===== src/hdl/vtd_regs.svh =====
`ifndef VTD_REGS_SVH
`define VTD_REGS_SVH

// ----------------------------------------
// register byte addresses
// ----------------------------------------
`define VTD_ADDR_W 12
`define VTD_ADDR_CTRL 12'h000
`define VTD_ADDR_STATUS 12'h004
`define VTD_ADDR_MASK 12'h008

// ----------------------------------------
// control register fields
// ----------------------------------------
`define VTD_CTRL_W 16
`define VTD_CTRL_RESET 16'h0000
`define VTD_BIT_ENABLE 15
`define VTD_BIT_IDLE_STOP 13
`define VTD_BIT_DIRECTION 7
`define VTD_BIT_BG_STABLE 6
`define VTD_BIT_REF_STABLE 5
`define VTD_LVL_HI 3
`define VTD_LVL_LO 0
`define VTD_LVL_EXTERNAL 4'hf

// ----------------------------------------
// status and mask fields
// ----------------------------------------
`define VTD_BIT_TRIP 0
`define VTD_IRQ_W 1
`define VTD_IRQ_RESET 1'h0

// ----------------------------------------
// monitored voltage codes and trip points
// ----------------------------------------
`define VTD_VOLT_W 10
`define VTD_TRIP_1 10'h3c0
`define VTD_TRIP_2 10'h3a0
`define VTD_TRIP_3 10'h380
`define VTD_TRIP_4 10'h360
`define VTD_TRIP_5 10'h340
`define VTD_TRIP_6 10'h320
`define VTD_TRIP_7 10'h300
`define VTD_TRIP_8 10'h2e0
`define VTD_TRIP_9 10'h2c0
`define VTD_TRIP_10 10'h2a0
`define VTD_TRIP_11 10'h280
`define VTD_TRIP_12 10'h260
`define VTD_TRIP_13 10'h240
`define VTD_TRIP_14 10'h220
`define VTD_TRIP_15 10'h200

// ----------------------------------------
// settling times
// ----------------------------------------
`define VTD_CLK_MHZ 40
`define VTD_BG_SETTLE_US 10
`define VTD_REF_SETTLE_US 25
`define VTD_BG_SETTLE_CYC (`VTD_BG_SETTLE_US * `VTD_CLK_MHZ)
`define VTD_REF_SETTLE_CYC (`VTD_REF_SETTLE_US * `VTD_CLK_MHZ)
`define VTD_CNT_W 16

`endif


===== src/hdl/vtd_pkg.sv =====
`default_nettype none

package vtd_pkg;

	// settle tracker states
	typedef enum logic [1:0]
	{
		VTD_SETTLE_OFF = 2'b00,
		VTD_SETTLE_WAIT = 2'b01,
		VTD_SETTLE_DONE = 2'b10
	} vtd_settle_e;

endpackage : vtd_pkg

`default_nettype wire


===== src/hdl/vtd_settle_timer.sv =====
`include "vtd_regs.svh"
`default_nettype none

module vtd_settle_timer
	import vtd_pkg::*;
#(
	parameter logic [`VTD_CNT_W-1:0] CYCLES = `VTD_CNT_W'(1)
)
(
	input wire logic pclk,
	input wire logic presetn,
	input wire logic power_on,
	input wire logic hold,
	output logic stable
);

	vtd_settle_e state;
	logic [`VTD_CNT_W-1:0] count;

	// ----------------------------------------
	// settle sequence
	// ----------------------------------------
	// restarts whenever power drops; holds its count while halted
	always_ff @(posedge pclk or negedge presetn)
	begin
		if (!presetn)
		begin
			state <= VTD_SETTLE_OFF;
			count <= '0;
		end
		else if (!power_on)
		begin
			state <= VTD_SETTLE_OFF;
			count <= '0;
		end
		else if (!hold)
		begin
			case (state)
				VTD_SETTLE_OFF:
				begin
					state <= VTD_SETTLE_WAIT;
					count <= '0;
				end
				VTD_SETTLE_WAIT:
				begin
					if (count >= CYCLES - `VTD_CNT_W'(1))
						state <= VTD_SETTLE_DONE;
					else
						count <= count + `VTD_CNT_W'(1);
				end
				VTD_SETTLE_DONE:
					state <= VTD_SETTLE_DONE;
				default:
					state <= VTD_SETTLE_OFF;
			endcase
		end
	end

	// flag comes straight from state flop
	assign stable = (state == VTD_SETTLE_DONE);

endmodule : vtd_settle_timer

`default_nettype wire


===== src/hdl/vtd_crossing.sv =====
`include "vtd_regs.svh"
`default_nettype none

module vtd_crossing
	import vtd_pkg::*;
(
	input wire logic pclk,
	input wire logic presetn,
	input wire logic active,
	input wire logic direction,
	input wire logic [`VTD_VOLT_W-1:0] level,
	input wire logic [`VTD_VOLT_W-1:0] trip,
	output logic trip_event
);

	logic beyond;
	logic was_beyond;

	// ----------------------------------------
	// compare and fresh-crossing detect
	// ----------------------------------------
	// direction 1: at or above trip; 0: at or below trip
	assign beyond = direction ? (level >= trip) : (level <= trip);

	// last sample forgotten while inactive
	always_ff @(posedge pclk or negedge presetn)
	begin
		if (!presetn)
			was_beyond <= 1'b0;
		else
			was_beyond <= active & beyond;
	end

	// pulse only when the condition newly becomes true
	always_ff @(posedge pclk or negedge presetn)
	begin
		if (!presetn)
			trip_event <= 1'b0;
		else
			trip_event <= active & beyond & ~was_beyond;
	end

endmodule : vtd_crossing

`default_nettype wire


===== src/hdl/vtd_detector.sv =====
// Our own choices: the APB register port and the placing of the registers.
`include "vtd_regs.svh"
`default_nettype none

module vtd_detector
	import vtd_pkg::*;
#(
	parameter logic [`VTD_CNT_W-1:0] BG_SETTLE_CYCLES = `VTD_CNT_W'(`VTD_BG_SETTLE_CYC),
	parameter logic [`VTD_CNT_W-1:0] REF_SETTLE_CYCLES = `VTD_CNT_W'(`VTD_REF_SETTLE_CYC)
)
(
	input wire logic pclk,
	input wire logic presetn,
	input wire logic [`VTD_ADDR_W-1:0] paddr,
	input wire logic psel,
	input wire logic penable,
	input wire logic pwrite,
	input wire logic [31:0] pwdata,
	input wire logic [3:0] pstrb,
	output logic [31:0] prdata,
	output logic pready,
	output logic pslverr,
	input wire logic [`VTD_VOLT_W-1:0] supply_level,
	input wire logic [`VTD_VOLT_W-1:0] external_level_input,
	input wire logic device_idle,
	output logic irq
);

	// ----------------------------------------
	// declarations
	// ----------------------------------------
	logic detector_enable;
	logic idle_stop;
	logic crossing_direction;
	logic [3:0] trip_level_select;
	logic bandgap_stable_flag;
	logic reference_stable_flag;
	logic [`VTD_IRQ_W-1:0] irq_status;
	logic [`VTD_IRQ_W-1:0] irq_mask;
	logic halted;
	logic detect_active;
	logic trip_event;
	logic [`VTD_VOLT_W-1:0] monitored;
	logic [`VTD_VOLT_W-1:0] trip_point;
	logic [`VTD_CTRL_W-1:0] ctrl_view;
	logic setup;
	logic access;
	logic wr_access;
	logic hit_ctrl;
	logic hit_status;
	logic hit_mask;
	logic mapped;
	logic [31:0] next_prdata;
	logic wr_ctrl_hi;
	logic wr_ctrl_lo;
	logic wr_status;
	logic wr_mask;
	logic status_set;
	logic status_clr;
	logic bg_power;
	logic ref_power;
	logic ext_select;
	logic [`VTD_VOLT_W-1:0] int_trip;

	// reset values of the stored control fields
	localparam logic [`VTD_CTRL_W-1:0] CTRL_RESET = `VTD_CTRL_RESET;
	localparam logic RST_ENABLE = CTRL_RESET[`VTD_BIT_ENABLE];
	localparam logic RST_IDLE_STOP = CTRL_RESET[`VTD_BIT_IDLE_STOP];
	localparam logic RST_DIRECTION = CTRL_RESET[`VTD_BIT_DIRECTION];
	localparam logic [3:0] RST_LEVEL = CTRL_RESET[`VTD_LVL_HI:`VTD_LVL_LO];

	// ----------------------------------------
	// apb decode
	// ----------------------------------------
	// zero wait states: every access phase completes at once
	assign setup = psel & ~penable;
	assign access = psel & penable;
	assign wr_access = access & pwrite;
	assign hit_ctrl = (paddr == `VTD_ADDR_CTRL);
	assign hit_status = (paddr == `VTD_ADDR_STATUS);
	assign hit_mask = (paddr == `VTD_ADDR_MASK);
	assign mapped = hit_ctrl | hit_status | hit_mask;
	assign pready = 1'b1;

	// per-register write strobes, one byte lane each
	assign wr_ctrl_hi = wr_access & hit_ctrl & pstrb[1];
	assign wr_ctrl_lo = wr_access & hit_ctrl & pstrb[0];
	assign wr_status = wr_access & hit_status & pstrb[0];
	assign wr_mask = wr_access & hit_mask & pstrb[0];

	// ----------------------------------------
	// control register
	// ----------------------------------------
	// power switch of the whole detector, high byte
	always_ff @(posedge pclk or negedge presetn)
	begin
		if (!presetn)
			detector_enable <= RST_ENABLE;
		else if (wr_ctrl_hi)
			detector_enable <= pwdata[`VTD_BIT_ENABLE];
	end

	// stop-in-idle choice, high byte; bits 14 and 12-8 not stored
	always_ff @(posedge pclk or negedge presetn)
	begin
		if (!presetn)
			idle_stop <= RST_IDLE_STOP;
		else if (wr_ctrl_hi)
			idle_stop <= pwdata[`VTD_BIT_IDLE_STOP];
	end

	// crossing direction, low byte; flags 6 and 5 are read only
	always_ff @(posedge pclk or negedge presetn)
	begin
		if (!presetn)
			crossing_direction <= RST_DIRECTION;
		else if (wr_ctrl_lo)
			crossing_direction <= pwdata[`VTD_BIT_DIRECTION];
	end

	// trip level code, low byte; bit 4 not stored
	always_ff @(posedge pclk or negedge presetn)
	begin
		if (!presetn)
			trip_level_select <= RST_LEVEL;
		else if (wr_ctrl_lo)
			trip_level_select <= pwdata[`VTD_LVL_HI:`VTD_LVL_LO];
	end

	// read view; unimplemented bits tie to zero
	always_comb
	begin
		ctrl_view = '0;
		ctrl_view[`VTD_BIT_ENABLE] = detector_enable;
		ctrl_view[`VTD_BIT_IDLE_STOP] = idle_stop;
		ctrl_view[`VTD_BIT_DIRECTION] = crossing_direction;
		ctrl_view[`VTD_BIT_BG_STABLE] = bandgap_stable_flag;
		ctrl_view[`VTD_BIT_REF_STABLE] = reference_stable_flag;
		ctrl_view[`VTD_LVL_HI:`VTD_LVL_LO] = trip_level_select;
	end

	// ----------------------------------------
	// run control
	// ----------------------------------------
	// idle stop freezes the detector while the device idles
	assign halted = idle_stop & device_idle;
	// events need power, no halt and a settled reference
	assign detect_active = detector_enable & ~halted & reference_stable_flag;

	// ----------------------------------------
	// reference settling
	// ----------------------------------------
	// band gap powers with the detector; the reference waits for it
	assign bg_power = detector_enable;
	assign ref_power = detector_enable & bandgap_stable_flag;

	// band gap settles first after power-up
	vtd_settle_timer #(
		.CYCLES(BG_SETTLE_CYCLES)
	) u_bandgap (
		.pclk(pclk),
		.presetn(presetn),
		.power_on(bg_power),
		.hold(halted),
		.stable(bandgap_stable_flag)
	);

	// internal reference follows the band gap
	vtd_settle_timer #(
		.CYCLES(REF_SETTLE_CYCLES)
	) u_reference (
		.pclk(pclk),
		.presetn(presetn),
		.power_on(ref_power),
		.hold(halted),
		.stable(reference_stable_flag)
	);

	// ----------------------------------------
	// trip point selection
	// ----------------------------------------
	// code 1111 selects the external pin; others the internal table
	assign ext_select = (trip_level_select == `VTD_LVL_EXTERNAL);

	// internal table, highest code picks the highest point
	always_comb
	begin
		monitored = supply_level;
		int_trip = `VTD_TRIP_1;
		case (trip_level_select)
			4'he: int_trip = `VTD_TRIP_1;
			4'hd: int_trip = `VTD_TRIP_2;
			4'hc: int_trip = `VTD_TRIP_3;
			4'hb: int_trip = `VTD_TRIP_4;
			4'ha: int_trip = `VTD_TRIP_5;
			4'h9: int_trip = `VTD_TRIP_6;
			4'h8: int_trip = `VTD_TRIP_7;
			4'h7: int_trip = `VTD_TRIP_8;
			4'h6: int_trip = `VTD_TRIP_9;
			4'h5: int_trip = `VTD_TRIP_10;
			4'h4: int_trip = `VTD_TRIP_11;
			4'h3: int_trip = `VTD_TRIP_12;
			4'h2: int_trip = `VTD_TRIP_13;
			4'h1: int_trip = `VTD_TRIP_14;
			4'h0: int_trip = `VTD_TRIP_15;
			default: int_trip = `VTD_TRIP_1;
		endcase
	end

	// external pin or table entry
	assign trip_point = ext_select ? external_level_input : int_trip;

	// ----------------------------------------
	// crossing detector
	// ----------------------------------------
	vtd_crossing u_crossing (
		.pclk(pclk),
		.presetn(presetn),
		.active(detect_active),
		.direction(crossing_direction),
		.level(monitored),
		.trip(trip_point),
		.trip_event(trip_event)
	);

	// ----------------------------------------
	// interrupt status and mask
	// ----------------------------------------
	// trip event sets, a written one clears
	assign status_set = trip_event;
	assign status_clr = wr_status & pwdata[`VTD_BIT_TRIP];

	// sticky flag; a new event beats the clear
	always_ff @(posedge pclk or negedge presetn)
	begin
		if (!presetn)
			irq_status <= `VTD_IRQ_RESET;
		else if (status_set)
			irq_status[`VTD_BIT_TRIP] <= 1'b1;
		else if (status_clr)
			irq_status[`VTD_BIT_TRIP] <= 1'b0;
	end

	// mask gates the flag onto the interrupt line
	always_ff @(posedge pclk or negedge presetn)
	begin
		if (!presetn)
			irq_mask <= `VTD_IRQ_RESET;
		else if (wr_mask)
			irq_mask <= pwdata[`VTD_IRQ_W-1:0];
	end

	// line high while an unmasked flag is set
	assign irq = |(irq_status & irq_mask);

	// ----------------------------------------
	// read data and error
	// ----------------------------------------
	// read mux by address; unmapped reads zero
	always_comb
	begin
		next_prdata = '0;
		if (hit_ctrl)
			next_prdata[`VTD_CTRL_W-1:0] = ctrl_view;
		else if (hit_status)
			next_prdata[`VTD_IRQ_W-1:0] = irq_status;
		else if (hit_mask)
			next_prdata[`VTD_IRQ_W-1:0] = irq_mask;
	end

	// read word captured in setup, held through the access phase
	always_ff @(posedge pclk or negedge presetn)
	begin
		if (!presetn)
			prdata <= '0;
		else if (setup)
			prdata <= pwrite ? 32'h0000_0000 : next_prdata;
	end

	// unmapped address answers with error, same timing as the data
	always_ff @(posedge pclk or negedge presetn)
	begin
		if (!presetn)
			pslverr <= 1'b0;
		else if (setup)
			pslverr <= ~mapped;
	end

endmodule : vtd_detector

`default_nettype wire


===== config.mk =====
export PLATFORM = sky130hd
export DESIGN_NAME = vtd_detector
export DESIGN_NICKNAME = d
export VERILOG_FILES = /design/src/hdl/vtd_pkg.sv /design/src/hdl/vtd_settle_timer.sv /design/src/hdl/vtd_crossing.sv /design/src/hdl/vtd_detector.sv
export VERILOG_INCLUDE_DIRS = /design/src /design/src/hdl
export SDC_FILE = /design/constraint.sdc
export NUM_CORES = 1
export LEC_CHECK = 0
export ABC_AREA = 1
export BUFFER_PORTS_ARGS = -buffer_cell sky130_fd_sc_hd__buf_2
export CORE_ASPECT_RATIO = 1.4
export CORE_MARGIN = 4
export CORE_UTILIZATION = 52
export DETAILED_ROUTE_END_ITERATION = 10
export PLACE_DENSITY_LB_ADDON = 0.25
export SETUP_SLACK_MARGIN = 0.3
export SLEW_MARGIN = 10
export SYNTH_ARGS = -nofsm -noshare
export SYNTH_HDL_FRONTEND = slang
export SYNTH_SLANG_ARGS = --single-unit
export TNS_END_PERCENT = 1

===== constraint.sdc =====
create_clock -name pclk -period 2.36 [get_ports pclk]
set_input_delay 0.236 -clock pclk [delete_from_list [all_inputs] [get_ports pclk]]
set_output_delay 0.236 -clock pclk [all_outputs]
set_load 0.01 [all_outputs]

==> flow_summary.json <==
{
  "status": "finished clean",
  "wl_um": 7195,
  "clk_pin_slew_ns": 0.06,
  "layout_common_cells": "nand2_1, inv_1, dfrtp_1, buf_2, nor2_1",
  "die_area_um2": 8181,
  "grt_start_max_net_pins": 24,
  "core-area_um2": 6569,
  "yosysTopAreaCellShare_pct": 40.45,
  "start_kind": "flop",
  "grt_antenna_before_repair": 0,
  "vias": 3066,
  "h-tree-depth": 3,
  "grt_pass1_vias": 2975,
  "hold_class": "input port to flop",
  "vias_per_cell": 5.068,
  "drc": 0,
  "cts_tree": "done",
  "synth_area_leaders": "dfrtp_1, nand2_1, inv_1, ha_1, nand3_1",
  "grt_pass1_wl_um": 12960,
  "syn2layout_area_growth_pct": 14.55,
  "avgSynthCellArea_um2": 7.715,
  "final_common_cell": "nand2_1",
  "grt_overflow": 0,
  "dp_slack_ns": 0.2528,
  "endpoint_kind": "flop",
  "clk_latency_ns": 0.33,
  "synth_seq_cells": 57,
  "max_freq_mhz": 499.7,
  "gp_congestion": 0.8272,
  "rsz0062_at_grt": "true",
  "drive_gt1_share_pct": 22.03,
  "p_leak_uw": 0.002138,
  "drt-initial-drc-count": 135,
  "min_period_ns": 2.001,
  "yosys_warnings": 0,
  "worstPathArrival_ns": 2.22,
  "grt_use_total_pct": 19.21,
  "synth_top_cell_by_area": "dfrtp_1",
  "fp.dieW_um": 77.60,
  "cts.sinks": 57,
  "finalSetupTns_ns": 0,
  "hold_viol": 0,
  "finalSetupViolCount": 0,
  "n_fill_cell": 591,
  "syn_area_um2": 3526,
  "crit_type": "flop to flop",
  "slew_viol_final": 0,
  "ant_nets": 0,
  "dr.pass1.iters": 4,
  "ir_drop_mv": 0.4672,
  "syn-instance-count": 457,
  "finalNetCount": 618,
  "io_buffers": 57,
  "skew_ns": 0.009726,
  "die_y_um": 105.4,
  "rows": 35,
  "timing.final.crit_share_pct": 84.80,
  "cts-root-buf": "clkbuf_8",
  "cp_max_fo": 7,
  "yosysSeqAreaShare_pct": 40.45,
  "wl_per_cell_um": 11.89,
  "n_antenna_cell": 0,
  "power.density_nw_per_um2": 612.6,
  "cts_buffer_depth": 2,
  "max_cap_violations": 0,
  "required_ns": 2.58,
  "dpl.hpwl_um": 5556,
  "worst_slack_ns": 0.3588,
  "start_util_pct": 53.68,
  "ios": 109,
  "ys_types": 36,
  "cts_buffers": 9
}
## routing by layer
| metal | share of wire (%) | up-vias | wire (um) | global-route usage, % |
|---|---|---|---|---|
| li1 | - | 1550 | - | - |
| met1 | 44 | 1419 | 3136 | 23.80 |
| met2 | 49 | 86 | 3512 | 32.29 |
| met3 | 5.6 | 11 | 404 | 4.188 |
| met4 | 2.0 | 0 | 142 | 7.506 |
| met5 | 0 | - | 0 | 0 |
## Yosys cell counts (all sizes together)
master    n
nand2   111
inv      70
dfrtp    57
nor2     56
nand3    38
buf      27
o21ai    21
ha       18
nand4    11
o31ai    10
a21oi     9
nor3      8
nor4      3
xor2      3
a21o      2
clkbuf    2
conb      2
nand3b    2
o211ai    2
o21bai    2
a22o      1
nor3b     1
or2       1
## power breakdown
group	internal [uW]	switching, uW
clock network	405	379
logic	192	440
registers	1020	36.5
## layout make-up
class | instances | area (um2) | area share [%]
Clock inverter | 5 | 31.28 | 0.7745
Multi-Input combinational cell | 323 | 1734 | 42.94
Tap cell | 74 | 92.59 | 2.292
Inverter | 70 | 265.3 | 6.568
Clock buffer | 11 | 141.4 | 3.501
Sequential cell | 57 | 1426 | 35.32
Timing Repair Buffer | 65 | 347.8 | 8.612
## state kept, by name, indices dropped and copies added (netlist names)
register               flops
bg_power                   1
crossing_direction         1
idle_stop                  1
irq_mask                   1
irq_status                 1
prdata                     9
pslverr                    1
trip_level_select          4
u_bandgap.count           16
u_bandgap.state            2
u_crossing.trip_event      1
u_crossing.was_beyond      1
u_reference.count         16
u_reference.state          2
## final timing paths
| kind | from | to | slack (ns) | cells after the start |
|---|---|---|---|---|
| setup / recovery | trip_level_select[0]$_DFFE_PN0P_ | u_crossing.trip_event$_DFF_PN0_ | 0.36 | 14 |
| hold / removal | pwdata[13] | idle_stop$_DFFE_PN0P_ | 0.12 | 3 |
| setup reg to reg | trip_level_select[0]$_DFFE_PN0P_ | u_crossing.trip_event$_DFF_PN0_ | 0.36 | 14 |
| hold reg to reg | u_crossing.was_beyond$_DFF_PN0_ | u_crossing.trip_event$_DFF_PN0_ | 0.40 | 1 |
| max in group asynchronous | presetn | prdata[15]$_DFFE_PN0P_ | 1.35 | 3 |
| min in group asynchronous | presetn | u_reference.count[15]$_DFFE_PN0P_ | 0.36 | 2 |
## critical path, stage by stage, from the launching register on
cell     delay, ns
dfrtp_1       0.41
nand2_2       0.08
nor3_2        0.17
buf_4         0.17
nor2_1        0.05
a21oi_1       0.13
ha_1          0.26
nand2_2       0.08
inv_1         0.05
a21oi_2       0.14
nand2_1       0.07
nor2_1        0.09
nand3_1       0.09
nand3_2       0.08
nor2_1        0.05
## stage by stage
stage	instances	hold slack, ns	cell area [um2]	util (%)	total power (uW)
floorplan	479	-0.05959	3608	-	1588
global placement	584	0.1838	3794	57.75	1696
detailed placement	584	0.1914	3794	57.75	1708
CTS	602	0.1115	3990	60.74	2500
global route	605	0.1387	4039	61.49	2656
finish	605	0.1202	4039	61.49	2474
## cell families (layout without fill, tap and decap cells)
kind of cell	count (synthesis)	after routing	synth area share (%)
AND/OR/NAND/NOR	231	231	30.41
buffers and inverters	99	151	13.63
flip-flops	57	57	40.45
AO/OA/AOI/OAI	47	47	8.161
adder cells (fa/ha/maj)	18	18	6.388
XOR/XNOR	3	3	0.7453
other	2	24	0.2130
## timing repair
| action | 4_1_cts | 5_1_grt |
|---|---|---|
| endpoints found under the hold margin | 17 | 0 |
| pin swaps | 0 | 8 |
| hold buffers | 1 | 0 |
| gates resized for setup | 2 | 9 |
| endpoints found under the setup margin | 2 | 9 |
| buffers inserted | 1 | 3 |
Note: power is estimated with default switching activity, not from simulation.
